<file path="src/include/fdchp_pkg.sv">
/*
 * Constants, types and decode helpers for the host command port of the disk controller.
 * Assumes one 20 MHz clock and a synchronous, active-high reset in every user.
 */
package fdchp_pkg;

	typedef logic [7:0] fdchp_byte_t;
	typedef enum logic [1:0] {PH_CMD, PH_EXEC, PH_RES} fdchp_phase_t;
	typedef enum logic [2:0] {
		OP_READ, OP_RDEL, OP_WRITE, OP_TRACK, OP_RDID, OP_FMT, OP_BAD
	} fdchp_op_t;

	// Main status bit positions.
	localparam int MSR_BUSY = 4;
	localparam int MSR_NDM = 5;
	localparam int MSR_DIO = 6;
	localparam int MSR_RQM = 7;
	localparam int DRIVES = 4;

	// Command byte fields and operation codes.
	localparam int FLAG_MT = 7;
	localparam int FLAG_SK = 5;
	localparam logic [4:0] CODE_READ = 5'h06;
	localparam logic [4:0] CODE_RDEL = 5'h0C;
	localparam logic [4:0] CODE_WRITE = 5'h05;
	localparam logic [4:0] CODE_TRACK = 5'h02;
	localparam logic [4:0] CODE_RDID = 5'h0A;
	localparam logic [4:0] CODE_FMT = 5'h0D;

	// Byte counts of each phase.
	localparam int CMD_MAX = 9;
	localparam int RES_MAX = 7;
	localparam logic [3:0] LEN_SECTOR = 4'h9;
	localparam logic [3:0] LEN_RDID = 4'h2;
	localparam logic [3:0] LEN_FMT = 4'h6;
	localparam logic [3:0] LEN_ONE = 4'h1;
	localparam logic [3:0] LEN_RES = 4'h7;
	localparam fdchp_byte_t ST0_INVALID = 8'h80;

	// Synchronised strobe vector {cs_n, rd_n, wr_n, register_select} while idle.
	localparam logic [3:0] CTL_IDLE = 4'hF;
	localparam int CTL_CS = 3;
	localparam int CTL_RD = 2;
	localparam int CTL_WR = 1;
	localparam int CTL_RS = 0;

	// Step timing.
	localparam int CLK_HZ = 20000000;
	localparam int STEP_UNIT_MS = 1;
	localparam int STEP_MAX_MS = 16;
	localparam int STEP_HIGH_US = 5;
	localparam int STEP_MS_CYC = CLK_HZ / 1000 * STEP_UNIT_MS;
	localparam int STEP_HIGH_CYC = CLK_HZ / 1000000 * STEP_HIGH_US;

	function automatic fdchp_op_t fdchp_decode(input fdchp_byte_t b);
		fdchp_op_t op;
		op = OP_BAD;
		unique case (b[4:0])
			CODE_READ: op = OP_READ;
			CODE_RDEL: op = OP_RDEL;
			CODE_WRITE: op = b[FLAG_SK] ? OP_BAD : OP_WRITE;
			CODE_TRACK: op = b[FLAG_MT] ? OP_BAD : OP_TRACK;
			CODE_RDID: op = (b[FLAG_MT] | b[FLAG_SK]) ? OP_BAD : OP_RDID;
			CODE_FMT: op = (b[FLAG_MT] | b[FLAG_SK]) ? OP_BAD : OP_FMT;
			default: op = OP_BAD;
		endcase
		return op;
	endfunction

	function automatic logic [3:0] fdchp_cmd_len(input fdchp_op_t op);
		logic [3:0] n;
		n = LEN_SECTOR;
		unique case (op)
			OP_RDID: n = LEN_RDID;
			OP_FMT: n = LEN_FMT;
			OP_BAD: n = LEN_ONE;
			default: n = LEN_SECTOR;
		endcase
		return n;
	endfunction

endpackage

</file>
<file path="src/include/fdchp_step_if.sv">
/*
 * Carrier between the command port and its step pulse generator.
 * Assumes both ends share one clock.
 */
`timescale 1ns/10ps
interface fdchp_step_if;
	logic step_req;
	logic [3:0] rate;
	logic step_out;
	logic busy;
	modport ctl(output step_req, output rate, input step_out, input busy);
	modport gen(input step_req, input rate, output step_out, output busy);
endinterface

</file>
<file path="src/hw/fdchp_step.sv">
/*
 * Step pulse generator: a high pulse at the start of a busy interval of whole milliseconds.
 * Assumes step requests come from logic on the same clock.
 */
`timescale 1ns/10ps
module fdchp_step #(
	parameter int MS_CYC = fdchp_pkg::STEP_MS_CYC
) (
	input wire logic ref_clk,
	input wire logic sys_rst,
	input wire logic clk_en,
	fdchp_step_if.gen sp
);
	import fdchp_pkg::*;

	typedef struct packed {
		logic active;
		logic pin;
		logic [23:0] pre;
		logic [4:0] ms_left;
	} fdchp_step_st_t;

	fdchp_step_st_t s;
	fdchp_step_st_t next_s;

	always_comb begin
		next_s = s;
		if (!s.active) begin
			if (sp.step_req) begin
				next_s.active = 1'b1;
				next_s.pin = 1'b1;
				next_s.pre = '0;
				// Code 0 gives the longest interval, code 15 the shortest.
				next_s.ms_left = 5'(STEP_MAX_MS) - {1'b0, sp.rate};
			end
		end else begin
			if (s.pre == 24'(STEP_HIGH_CYC - 1)) begin
				next_s.pin = 1'b0;
			end
			if (s.pre == 24'(MS_CYC - 1)) begin
				next_s.pre = '0;
				if (s.ms_left == 5'h01) begin
					next_s.active = 1'b0;
					next_s.pin = 1'b0;
				end else begin
					next_s.ms_left = s.ms_left - 5'h01;
				end
			end else begin
				next_s.pre = s.pre + 24'h000001;
			end
		end
	end

	always_ff @(posedge ref_clk) begin
		if (sys_rst) begin
			s <= '0;
		end else if (clk_en) begin
			s <= next_s;
		end
	end

	assign sp.step_out = s.pin;
	assign sp.busy = s.active;
endmodule

</file>
<file path="src/hw/fdchp_top.sv">
/*
 * Processor-facing command port of a floppy disk controller: status register,
 * data byte stack, the three command phases and the step output.
 * Assumes bus pins are asynchronous to ref_clk and that drive-side engine
 * signals (drv_*, drive_seeking, non_dma_flag, step_req) share ref_clk.
 */
`timescale 1ns/10ps
module fdchp_top #(
	parameter int STEP_MS_CYC_P = fdchp_pkg::STEP_MS_CYC
) (
	input wire logic ref_clk,
	input wire logic sys_rst,
	input wire logic clk_en,
	input wire logic cs_n,
	input wire logic rd_n,
	input wire logic wr_n,
	input wire logic register_select,
	input wire fdchp_pkg::fdchp_byte_t db_in,
	output fdchp_pkg::fdchp_byte_t db_out,
	output logic db_oe,
	input wire logic [3:0] drive_seeking,
	input wire logic non_dma_flag,
	input wire logic step_req,
	input wire logic [3:0] step_rate,
	output logic fault_reset_step_pin,
	output logic step_busy,
	output logic drv_start,
	output logic [71:0] drv_cmd,
	input wire fdchp_pkg::fdchp_byte_t drv_rd_data,
	input wire logic drv_rd_valid,
	output logic drv_rd_ready,
	output fdchp_pkg::fdchp_byte_t drv_wr_data,
	output logic drv_wr_valid,
	input wire logic drv_wr_ready,
	input wire logic drv_done,
	input wire logic [23:0] drv_status,
	input wire logic [31:0] drv_id
);
	import fdchp_pkg::*;

	// ==========================================================
	// State
	// ==========================================================
	typedef struct packed {
		logic [3:0] sy1_ctl;
		logic [3:0] sy2_ctl;
		fdchp_byte_t sy1_db;
		fdchp_byte_t sy2_db;
		logic rd_on;
		logic wr_on;
		fdchp_byte_t wbyte;
		fdchp_phase_t phase;
		fdchp_op_t op;
		logic [3:0] cnt;
		logic [3:0] need;
		logic [CMD_MAX-1:0][7:0] cmd;
		logic [RES_MAX-1:0][7:0] res;
		fdchp_byte_t xfer;
		logic full;
		logic start;
		fdchp_byte_t dout;
		logic doe;
	} fdchp_state_t;

	fdchp_state_t s;
	fdchp_state_t next_s;

	fdchp_step_if sp();

	logic sel;
	logic rd;
	logic wr;
	logic rs;
	logic data_rd;
	logic data_wr;
	logic stat_rd;
	logic end_rd;
	logic end_wr;
	logic rd_type;
	logic wr_type;
	logic host_request_ready;
	logic transfer_direction;
	logic busy;
	fdchp_byte_t msr;
	fdchp_byte_t data_src;

	// ==========================================================
	// Bus decode
	// ==========================================================
	// Only the second synchroniser stage is looked at.
	assign sel = ~s.sy2_ctl[CTL_CS];
	assign rd = ~s.sy2_ctl[CTL_RD];
	assign wr = ~s.sy2_ctl[CTL_WR];
	assign rs = s.sy2_ctl[CTL_RS];
	assign stat_rd = sel & ~rs & rd & ~wr;
	assign data_rd = sel & rs & rd & ~wr;
	assign data_wr = sel & rs & wr & ~rd;
	// An access counts once its strobe is released cleanly.
	assign end_rd = s.rd_on & ~rd & ~wr;
	assign end_wr = s.wr_on & ~rd & ~wr;

	// ==========================================================
	// Status
	// ==========================================================
	assign rd_type = (s.op == OP_READ) | (s.op == OP_RDEL) | (s.op == OP_TRACK);
	assign wr_type = (s.op == OP_WRITE);

	always_comb begin
		host_request_ready = 1'b0;
		transfer_direction = 1'b0;
		unique case (s.phase)
			PH_CMD: begin
				host_request_ready = 1'b1;
			end
			PH_EXEC: begin
				host_request_ready = rd_type ? s.full : (wr_type & ~s.full);
				transfer_direction = rd_type;
			end
			PH_RES: begin
				host_request_ready = 1'b1;
				transfer_direction = 1'b1;
			end
		endcase
	end

	// The port is busy from the first command byte to the last result byte.
	assign busy = (s.phase != PH_CMD) | (s.cnt != 4'h0);

	genvar gi;
	generate
		for (gi = 0; gi < DRIVES; gi++) begin : g_seek
			assign msr[gi] = drive_seeking[gi];
		end
	endgenerate
	assign msr[MSR_BUSY] = busy;
	assign msr[MSR_NDM] = non_dma_flag;
	assign msr[MSR_DIO] = transfer_direction;
	assign msr[MSR_RQM] = host_request_ready;

	// Only one byte of the stack is ever presented.
	always_comb begin
		data_src = s.xfer;
		if (s.phase == PH_RES) begin
			data_src = s.res[s.cnt[2:0]];
		end
	end

	// ==========================================================
	// Next state
	// ==========================================================
	always_comb begin
		fdchp_op_t op_now;
		logic [3:0] len_now;
		logic [3:0] cnt_inc;
		op_now = s.op;
		len_now = s.need;
		cnt_inc = 4'(s.cnt + 4'h1);
		next_s = s;
		next_s.start = 1'b0;
		next_s.sy1_ctl = {cs_n, rd_n, wr_n, register_select};
		next_s.sy2_ctl = s.sy1_ctl;
		next_s.sy1_db = db_in;
		next_s.sy2_db = s.sy1_db;

		// A data access only starts when ready in its own direction; a host
		// that skips the handshake is simply ignored.
		next_s.rd_on = data_rd & (s.rd_on | (host_request_ready & transfer_direction));
		next_s.wr_on = data_wr & (s.wr_on | (host_request_ready & ~transfer_direction));
		if (data_wr) begin
			next_s.wbyte = s.sy2_db;
		end

		// Status reads touch nothing but the output register.
		next_s.doe = stat_rd | next_s.rd_on;
		next_s.dout = stat_rd ? msr : data_src;

		// Host writes: command bytes, or sector data during a write.
		if (end_wr) begin
			unique case (s.phase)
				PH_CMD: begin
					next_s.cmd[s.cnt] = s.wbyte;
					if (s.cnt == 4'h0) begin
						op_now = fdchp_decode(s.wbyte);
						len_now = fdchp_cmd_len(op_now);
						next_s.op = op_now;
						next_s.need = len_now;
					end
					next_s.cnt = cnt_inc;
					if (op_now == OP_BAD) begin
						next_s.phase = PH_RES;
						next_s.cnt = 4'h0;
						next_s.res[0] = ST0_INVALID;
					end else if (cnt_inc == len_now) begin
						next_s.phase = PH_EXEC;
						next_s.cnt = 4'h0;
						next_s.start = 1'b1;
						next_s.full = 1'b0;
					end
				end
				PH_EXEC: begin
					if (wr_type) begin
						next_s.xfer = s.wbyte;
						next_s.full = 1'b1;
					end
				end
				PH_RES: begin
					next_s.phase = s.phase;
				end
			endcase
		end

		// Host reads: sector data during a read, then the result bytes.
		if (end_rd) begin
			unique case (s.phase)
				PH_EXEC: begin
					next_s.full = 1'b0;
				end
				PH_RES: begin
					if (cnt_inc == ((s.op == OP_BAD) ? LEN_ONE : LEN_RES)) begin
						next_s.phase = PH_CMD;
						next_s.cnt = 4'h0;
						next_s.need = 4'h0;
					end else begin
						next_s.cnt = cnt_inc;
					end
				end
				PH_CMD: begin
					next_s.phase = s.phase;
				end
			endcase
		end

		// Drive engine side of the execution phase.
		if (s.phase == PH_EXEC) begin
			if (rd_type & ~s.full & drv_rd_valid) begin
				next_s.xfer = drv_rd_data;
				next_s.full = 1'b1;
			end
			if (wr_type & s.full & drv_wr_ready) begin
				next_s.full = 1'b0;
			end
			// Read-ID returns the first good identifier; after format the
			// identifier bytes pass through but mean nothing.
			if (drv_done) begin
				next_s.phase = PH_RES;
				next_s.cnt = 4'h0;
				next_s.full = 1'b0;
				next_s.res = {drv_id, drv_status};
			end
		end
	end

	always_ff @(posedge ref_clk) begin
		if (sys_rst) begin
			s <= '0;
			s.sy1_ctl <= CTL_IDLE;
			s.sy2_ctl <= CTL_IDLE;
		end else if (clk_en) begin
			s <= next_s;
		end
	end

	// ==========================================================
	// Step output
	// ==========================================================
	assign sp.step_req = step_req;
	assign sp.rate = step_rate;

	fdchp_step #(
		.MS_CYC(STEP_MS_CYC_P)
	) u_step (
		.ref_clk(ref_clk),
		.sys_rst(sys_rst),
		.clk_en(clk_en),
		.sp(sp)
	);

	assign fault_reset_step_pin = sp.step_out;
	assign step_busy = sp.busy;

	// ==========================================================
	// Outputs
	// ==========================================================
	assign db_out = s.dout;
	assign db_oe = s.doe;
	assign drv_start = s.start;
	// Byte 0 (opcode) sits in the low byte; read-track, read-ID and format
	// parameters are interpreted by the drive engine.
	assign drv_cmd = s.cmd;
	assign drv_rd_ready = (s.phase == PH_EXEC) & rd_type & ~s.full;
	assign drv_wr_data = s.xfer;
	assign drv_wr_valid = (s.phase == PH_EXEC) & wr_type & s.full;
endmodule

</file>
<file path="config.mk">
export PLATFORM = sky130hd
export DESIGN_NAME = fdchp_top
export DESIGN_NICKNAME = d
export VERILOG_FILES = /design/src/include/fdchp_pkg.sv /design/src/include/fdchp_step_if.sv /design/src/hw/fdchp_step.sv /design/src/hw/fdchp_top.sv
export SDC_FILE = /design/constraint.sdc
export NUM_CORES = 1
export LEC_CHECK = 0
export BUFFER_PORTS_ARGS = -buffer_cell sky130_fd_sc_hd__buf_4
export CORE_ASPECT_RATIO = 1.1
export CORE_MARGIN = 4
export CORE_UTILIZATION = 50
export DETAILED_ROUTE_END_ITERATION = 8
export PLACE_DENSITY = 0.73
export SYNTH_ARGS = -nofsm -noshare
export SYNTH_HDL_FRONTEND = slang
export SYNTH_SLANG_ARGS = --single-unit
</file>
<file path="constraint.sdc">
create_clock -name ref_clk -period 3.75 [get_ports ref_clk]
set_input_delay 0.375 -clock ref_clk [delete_from_list [all_inputs] [get_ports ref_clk]]
set_output_delay 0.375 -clock ref_clk [all_outputs]
set_load 0.005 [all_outputs]
</file>
==> reports/metrics.csv, run 1 <==
stage,metric,value,unit
drt,wl_per_cell,16.4,µm
place,place.gp.congestion,0.913,
drt,routed_wirelength,27300,µm
yosys,synth.yosys.warnings,0,
clock_tree,cts_tree,done,
yosys,synth-main-ff-cell,dfxtp_1,
grt,globalRoute.totalOverflow,0,
floorplan,standard_cell_core_area,0.0207,mm²
timing,slew_headroom,0.299,
grt,grt_start_max_net_pins,78,
hold_path,timing.hold.worst.class,in2reg,
grt,number_of_antenna_violations_at_the_first_check_in_global_routing,0,
grt,first_global_vias,8669,
place,placedCellCount,1622,
finish,area_delta_synth_final,15.6,%
floorplan,die-width,147,µm
drt,drt-met1-wl,11800,µm
timing,setup_total_negative_slack,0,ns
outcome,run_status,"finished, final reports clean",
finish,fin_nets,1465,
floorplan,floorplan_die_height,161,µm
timing,final-setup-viol-count,0,
clock_tree,ctsResizeCount,0,
finish,antenna_diodes,0,
finish,post_layout_nonfiller_instances,1661,
drt,detailroute.wirelength.met2,12800,µm
clock_tree,htree_num_levels,1,
timing,post-route-period-util,0.841,
yosys,commonest_cells_in_the_synthesized_netlist,"dfxtp_1, nand2_1, a21oi_1",
yosys,post-synth-top-count-cell,dfxtp_1,
yosys,syn_inst,1308,
pwr,vdd_ir_drop_max,0.293,mV
yosys,yosys-top-cells-area,"dfxtp_1, a21oi_1, nand2_1",
floorplan,initial_core_utilization,0.511,
yosys,seq_area_frac_synth,0.426,
clock_tree,insertion_delay,0.51,ns
drt,post_route_drc_violation_count,0,
drt,detail_route.iter0.violations,706,
place,io_buffers,185,
critical_path,crit_arrival,3.54,ns
place,dpl.hpwl,19100,µm
yosys,synth_enable_flop_cells,0,
critical_path,setup.worst_path.end_class,register,
clock_tree,clk_pin_slew_worst_paths,0.06,ns
critical_path,reg2reg_setup_slack,0.60,ns
yosys,syn_nets,1411,
yosys,mappedNetlistArea,0.0106,mm²
drt,num_vias,9082,
critical_path,setup.worst_path.class,reg2reg,
timing,finalWorstPathRequiredPeriod,3.15,ns
clock_tree,clock_tree.buffer_depth,3,
timing,worst_pin_slew,1.05,ns
pwr,power.density,411,mW/mm²
clock_tree,post_cts_buffers,0,
critical_path,crit-reg2reg-launch,s[151],
floorplan,die_area,0.0236,mm²
yosys,synth_unique_cells,68,
drt,highest-signal-layer,met4,
drt,drtPass1Iterations,5,
drt,drt.antenna.violating_nets,0,
grt,track_usage,0.220,
timing,rsz0062_at_grt,false,
timing,finalMaxSlewViolations,0,
critical_path,worstRegToRegCells,10,
hold_path,hold-path-endpoint,next_s[187],
drt,wl_met3,1790,µm
grt,grt_first_pass_wirelength,43600,µm
critical_path,setup.worst_path.start,s[151],
floorplan,boundaryPins,186,
pwr,cellLeakagePower,4.68,nW
flow_run,maxCapViolCount,0,
hold_path,min_from,wr_n,
timing,final_hold_viol_count,0,
clock_tree,clock_sinks,225,
drt,post_drt_via_cell_ratio,5.47,
critical_path,crit_path_start_kind,register,
clock_tree,cts.root.buffer_cell,clkbuf_16,
critical_path,r2r-end,s[151],
finish,drive_gt1_frac,0.188,
timing,skew_final,0.0147,ns
clock_tree,cts-hold-fix-buffers,0,
yosys,synthDominantCellAreaShare,0.426,
critical_path,worstPathRequired,4.14,ns
timing,clock.fmax,317,MHz
yosys,synth_seq_cells,225,
yosys,post_synth.cell_area_avg,8.09,µm²
yosys,synth.largest_area_cell,dfxtp_1,
critical_path,cp_max_fo,11,
yosys,ys_async_sr_fraction,0,
clock_tree,tritoncts.num_buffers,23,
hold_path,min_path_cells,3,
floorplan,core.rowCount,55,
per-layer routing:
metal	global-route usage	vias up
met5	0	-
met4	0.0731	0
met3	0.0409	49
met2	0.368	316
met1	0.287	4210
li1	-	4507
power breakdown:
group / switching, mW / leakage [nW] / internal [mW]
combinational: 0.180 / 2.49 / 0.150
sequential: 0.0261 / 1.82 / 2.42
clock: 0.910 / 0.374 / 1.34
total: 1.12 / 4.68 / 3.91
layout by cell type (no fill, tap or decap), drive strengths merged, types with 11 or more instances in the layout:
cell type  Yosys  layout
a22oi         13      13
inv           14      14
and3          11      11
dfxtp        225     225
ha            11      11
xor2          19      19
o21ai         21      21
mux2i         57      57
nand3         68      68
nand2        217     217
a21oi        163     163
nor2         150     150
nor3          26      26
clkbuf        72      34
a211oi        28      28
buf          102     203
cells by family after synthesis:
| family | count (synthesis) | synth area share |
|---|---|---|
| AO/OA/AOI/OAI | 266 | 0.151 |
| XOR/XNOR | 26 | 0.0222 |
| adder cells (fa/ha/maj) | 11 | 0.0130 |
| buffers and inverters | 190 | 0.100 |
| flip-flops | 225 | 0.426 |
| multiplexers | 66 | 0.0720 |
| AND/OR/NAND/NOR | 524 | 0.216 |
stage by stage:
stage | cell area, µm² | hold slack, ns | power [mW] | util | setup slack, ns
6_report | 12200 | 0.0845 | 5.03 | 0.591 | 0.595
5_1_grt | 12200 | 0.0864 | 5.20 | 0.591 | 0.433
2_1_floorplan | 10600 | 0.433 | 2.69 | - | 0.812
3_3_place_gp | 11500 | 0.441 | 2.82 | 0.555 | 0.694
4_1_cts | 12200 | 0.0711 | 5.08 | 0.591 | 0.624
3_5_place_dp | 11500 | 0.446 | 2.83 | 0.555 | 0.644
worst max-delay path by stage:
stage	cells past startpoint	end	slack, ns
finish	10	s[151]	0.60
global route	8	s[159]	0.43
CTS	10	s[151]	0.62
detailed placement	10	s[151]	0.64
global placement	10	s[151]	0.69
floorplan	11	s[159]	0.81
critical path: stages, from the launching register on:
cell      delay (ns)
dfxtp_1         0.31
inv_1           0.11
ha_1            0.16
buf_4           0.16
or3b_1          0.51
a2111o_1        0.47
o41ai_4         0.38
xor2_2          0.15
nor3_2          0.41
o21ai_2         0.15
a32o_1          0.23
area by class of cell:
| type | count | area (µm²) |
|---|---|---|
| clock buffer | 34 | 697 |
| clock inverter | 5 | 50.0 |
| fill | 1914 | 8480 |
| inverter | 16 | 60.1 |
| multi-input combinational | 893 | 5040 |
| sequential | 225 | 4500 |
| tap | 285 | 357 |
| timing repair buffer | 203 | 1530 |
No activity file was read; power rests on OpenSTA's default activity.
==> run 2, diff against run 1 <==
- ABC_AREA: not set -> 1
- PLACE_DENSITY: 0.73 -> 0.72
- clock period: 3.75 -> 3.15 ns (I/O delays scaled with it)
==> run 2 against run 1 <==
  * Final cell count is 12% higher
  * Combinational power rose by 26%
  * Final area grew 3.6%
  * Largest power group is now clock
  * Critical path depth unchanged
  * Worst setup slack worse by 0.23 ns
  * Core utilization rose by 0.43 points
  * Register-to-register slack worse by 0.23 ns
  * Area after synthesis up 2.2%
  * Largest cell class unchanged
  * Sequential power increased by 19%
  * Via count up 7.9%
  * Die area up 2.1%
  * Sequential share of layout area decreased by 1.3 points
==> reports/metrics.csv, run 2 <==
stage,metric,value,unit,change
finish,mostFrequentLayoutCells,"dfxtp_1, o21ai_0, buf_4",,
critical_path,reg2reg_setup_slack,0.36,ns,-0.23 ns
clock_tree,cts_tree,done,,
clock_tree,clock_sinks,225,,unchanged
floorplan,standard_cell_core_area,0.0213,mm²,+2.8%
drt,num_vias,9800,,+7.9%
grt,number_of_antenna_violations_at_the_first_check_in_global_routing,0,,unchanged
timing,slew_headroom,0.484,,+0.184
grt,globalRoute.totalOverflow,0,,unchanged
yosys,synth_unique_cells,45,,-34%
flow_run,maxCapViolCount,0,,unchanged
critical_path,crit_path_start_kind,register,,
grt,track_usage,0.233,,+0.0126
timing,clock.fmax,358,MHz,+13%
timing,final_hold_viol_count,0,,unchanged
timing,skew_final,0.00835,ns,-0.00638 ns
yosys,synth.yosys.warnings,0,,unchanged
clock_tree,clk_pin_slew_worst_paths,0.06,ns,about the same
yosys,synthDominantCellAreaShare,0.417,,-0.00911
clock_tree,ctsResizeCount,0,,unchanged
finish,seqCellArea,0.00450,mm²,unchanged
finish,post-route-util,0.595,,+0.00435
timing,post-route-period-util,0.886,,+0.0442
drt,post_drt_via_cell_ratio,5.27,,-3.6%
yosys,seq_area_frac_synth,0.417,,-0.00911
yosys,commonest_cells_in_the_synthesized_netlist,"dfxtp_1, o21ai_0, a21oi_1",,
floorplan,boundaryPins,186,,unchanged
floorplan,die_area,0.0240,mm²,+2.1%
pwr,power.sequential.fraction,0.460,,-0.026
clock_tree,htree_num_levels,1,,unchanged
clock_tree,cts.root.buffer_cell,clkbuf_16,,
pwr,p_comb_frac,0.066,,about the same
critical_path,worstPathRequired,3.54,ns,-0.60 ns
yosys,synth_enable_flop_cells,0,,unchanged
yosys,synth_seq_cells,225,,unchanged
yosys,synth-main-ff-cell,dfxtp_1,,
finish,fin_nets,1655,,+13%
place,placedCellCount,1815,,+12%
drt,detail_route.iter0.violations,721,,+2.1%
critical_path,crit_arrival,3.18,ns,-0.36 ns
hold_path,timing.hold.worst.class,in2reg,,
pwr,power_frac_clock,0.474,,+0.026
timing,final-setup-viol-count,0,,unchanged
clock_tree,tritoncts.num_buffers,24,,+4.3%
finish,multi_input_area,0.00464,mm²,-7.8%
critical_path,worstRegToRegCells,10,,unchanged
yosys,syn_inst,1483,,+13%
finish,final_area,0.0127,mm²,+3.6%
timing,final_critical_path_setup_slack,0.361,ns,-0.234 ns
pwr,power.share.switching,0.227,,+0.00504
pwr,power.switching,1.44,mW,+29%
place,place.gp.congestion,0.967,,+6.0%
yosys,syn_nets,1586,,+12%
hold_path,min_from,cs_n,,
grt,grt_start_max_net_pins,64,,-18%
yosys,mappedNetlistArea,0.0108,mm²,+2.2%
floorplan,initial_core_utilization,0.508,,-0.00321
critical_path,setup.worst_path.class,reg2reg,,
place,dpl.hpwl,20500,µm,+7.2%
outcome,run_status,"finished, final reports clean",,
pwr,cellLeakagePower,5.26,nW,+12%
grt,busiest_layer,met2,,
yosys,yosys-top-cells-area,"dfxtp_1, o21ai_0, a21oi_1",,
grt,use_met3,0.0455,,+0.00457
place,io_buffers,185,,unchanged
timing,finalMaxSlewViolations,0,,unchanged
critical_path,crit-reg2reg-launch,s[158],,
yosys,post-synth-top-count-cell,dfxtp_1,,
pwr,internal-power,4.90,mW,+25%
yosys,synth.largest_area_cell,dfxtp_1,,
clock_tree,clock_tree.buffer_depth,3,,unchanged
finish,post_layout_nonfiller_instances,1860,,+12%
hold_path,min_path_cells,3,,unchanged
critical_path,cp_max_fo,16,,+5
place,place_area,0.0118,mm²,+2.8%
drt,drt.antenna.violating_nets,0,,unchanged
timing,setup_total_negative_slack,0,ns,unchanged
floorplan,floorplan_die_height,162,µm,+1.0%
floorplan,die-width,148,µm,+1.0%
finish,drive_gt1_frac,0.194,,+0.00540
timing,fin_hold_ws,0.0186,ns,-0.0659 ns
floorplan,core.rowCount,56,,+1.8%
pwr,vdd_ir_drop_max,0.461,mV,+57%
yosys,ys_async_sr_fraction,0,,unchanged
grt,gr-usage-met1,0.305,,+0.0178
finish,antenna_diodes,0,,unchanged
timing,rsz0062_at_grt,false,,
place,place_ws,0.480,ns,-0.164 ns
drt,drtPass1Iterations,5,,unchanged
grt,grt_first_pass_wirelength,46300,µm,+6.0%
timing,worst_pin_slew,0.772,ns,-0.274 ns
finish,mostFrequentLayoutCell,dfxtp_1,,
pwr,post-layout-total-power,6.34,mW,+26%
hold_path,hold-path-endpoint,next_s[189],,
drt,routed_wirelength,29000,µm,+6.5%
finish,num-fill-cells,2008,,+4.9%
timing,finalWorstPathRequiredPeriod,2.79,ns,-0.366 ns
pwr,power.density,500,mW/mm²,+22%
drt,post_route_drc_violation_count,0,,unchanged
critical_path,setup.worst_path.end_class,register,,
finish,area_delta_synth_final,17.2,%,
grt,grtUsageMet2,0.386,,+0.0187
drt,wl_per_cell,15.6,µm,-4.9%
grt,first_global_vias,9239,,+6.6%
clock_tree,insertion_delay,0.52,ns,about the same
yosys,post_synth.cell_area_avg,7.29,µm²,-9.9%
## run 2: what timing repair did
| item | in CTS | in global routing |
|---|---|---|
| buffers inserted | 0 | 0 |
| hold buffers | 1 | 0 |
| endpoints found under the hold margin | 1 | 0 |
## run 2: final cells by class
class	instances	area share
Clock buffer	33	0.0565
Tap cell	290	0.0286
Timing Repair Buffer	208	0.126
Multi-Input combinational cell	906	0.366
Clock inverter	11	0.0111
Sequential cell	225	0.355
Inverter	187	0.0556
## run 2: worst max path at each step
stage | startpoint | end | slack (ns) | depth (start not counted)
after floorplan | s[152] | s[10] | 0.77 | 20
after global placement | s[158] | register | 0.61 | 10
after detailed placement | s[159] | register | 0.48 | 10
after CTS | s[159] | register | 0.42 | 10
after global routing | s[159] | register | 0.03 | 10
final | s[158] | register | 0.36 | 10
## run 2: cell families (layout without fill, tap and decap cells)
family                     count (synthesis)  after routing  synth area share
AOI/OAI and AO/OA                        460            460             0.229
muxes                                      7              7           0.00729
xor gates and xnor gates                  14             14            0.0113
and+or+nand+nor                          414            414             0.169
buffers and inverters                    352            439             0.155
adders and majority gates                 11             11            0.0127
DFF                                      225            225             0.417
## run 2: power by group through the flow
stage | combinational, mW | clock, mW | sequential, mW
after floorplan | 0.242 | 0 | 2.97
after global placement | 0.407 | 0 | 2.98
after detailed placement | 0.413 | 0 | 2.98
after CTS | 0.417 | 3.05 | 2.92
after global routing | 0.468 | 3.16 | 2.92
final | 0.418 | 3.00 | 2.92
## run 2: routing by layer
metal | part of all wire | vias up
met5 | 0 | -
met4 | 0.031 | 0
met3 | 0.068 | 57
met2 | 0.46 | 306
met1 | 0.44 | 4479
li1 | - | 4958
## run 2: worst max-delay path: stages, from the launching register on
cell and delay [ns]:
dfxtp_1 0.37, inv_1 0.10, ha_1 0.27, inv_1 0.10, nor2_1 0.12, buf_4 0.19, inv_1 0.12, nor2_2 0.37
nand4_1 0.55, o21ai_0 0.41, a21oi_1 0.06
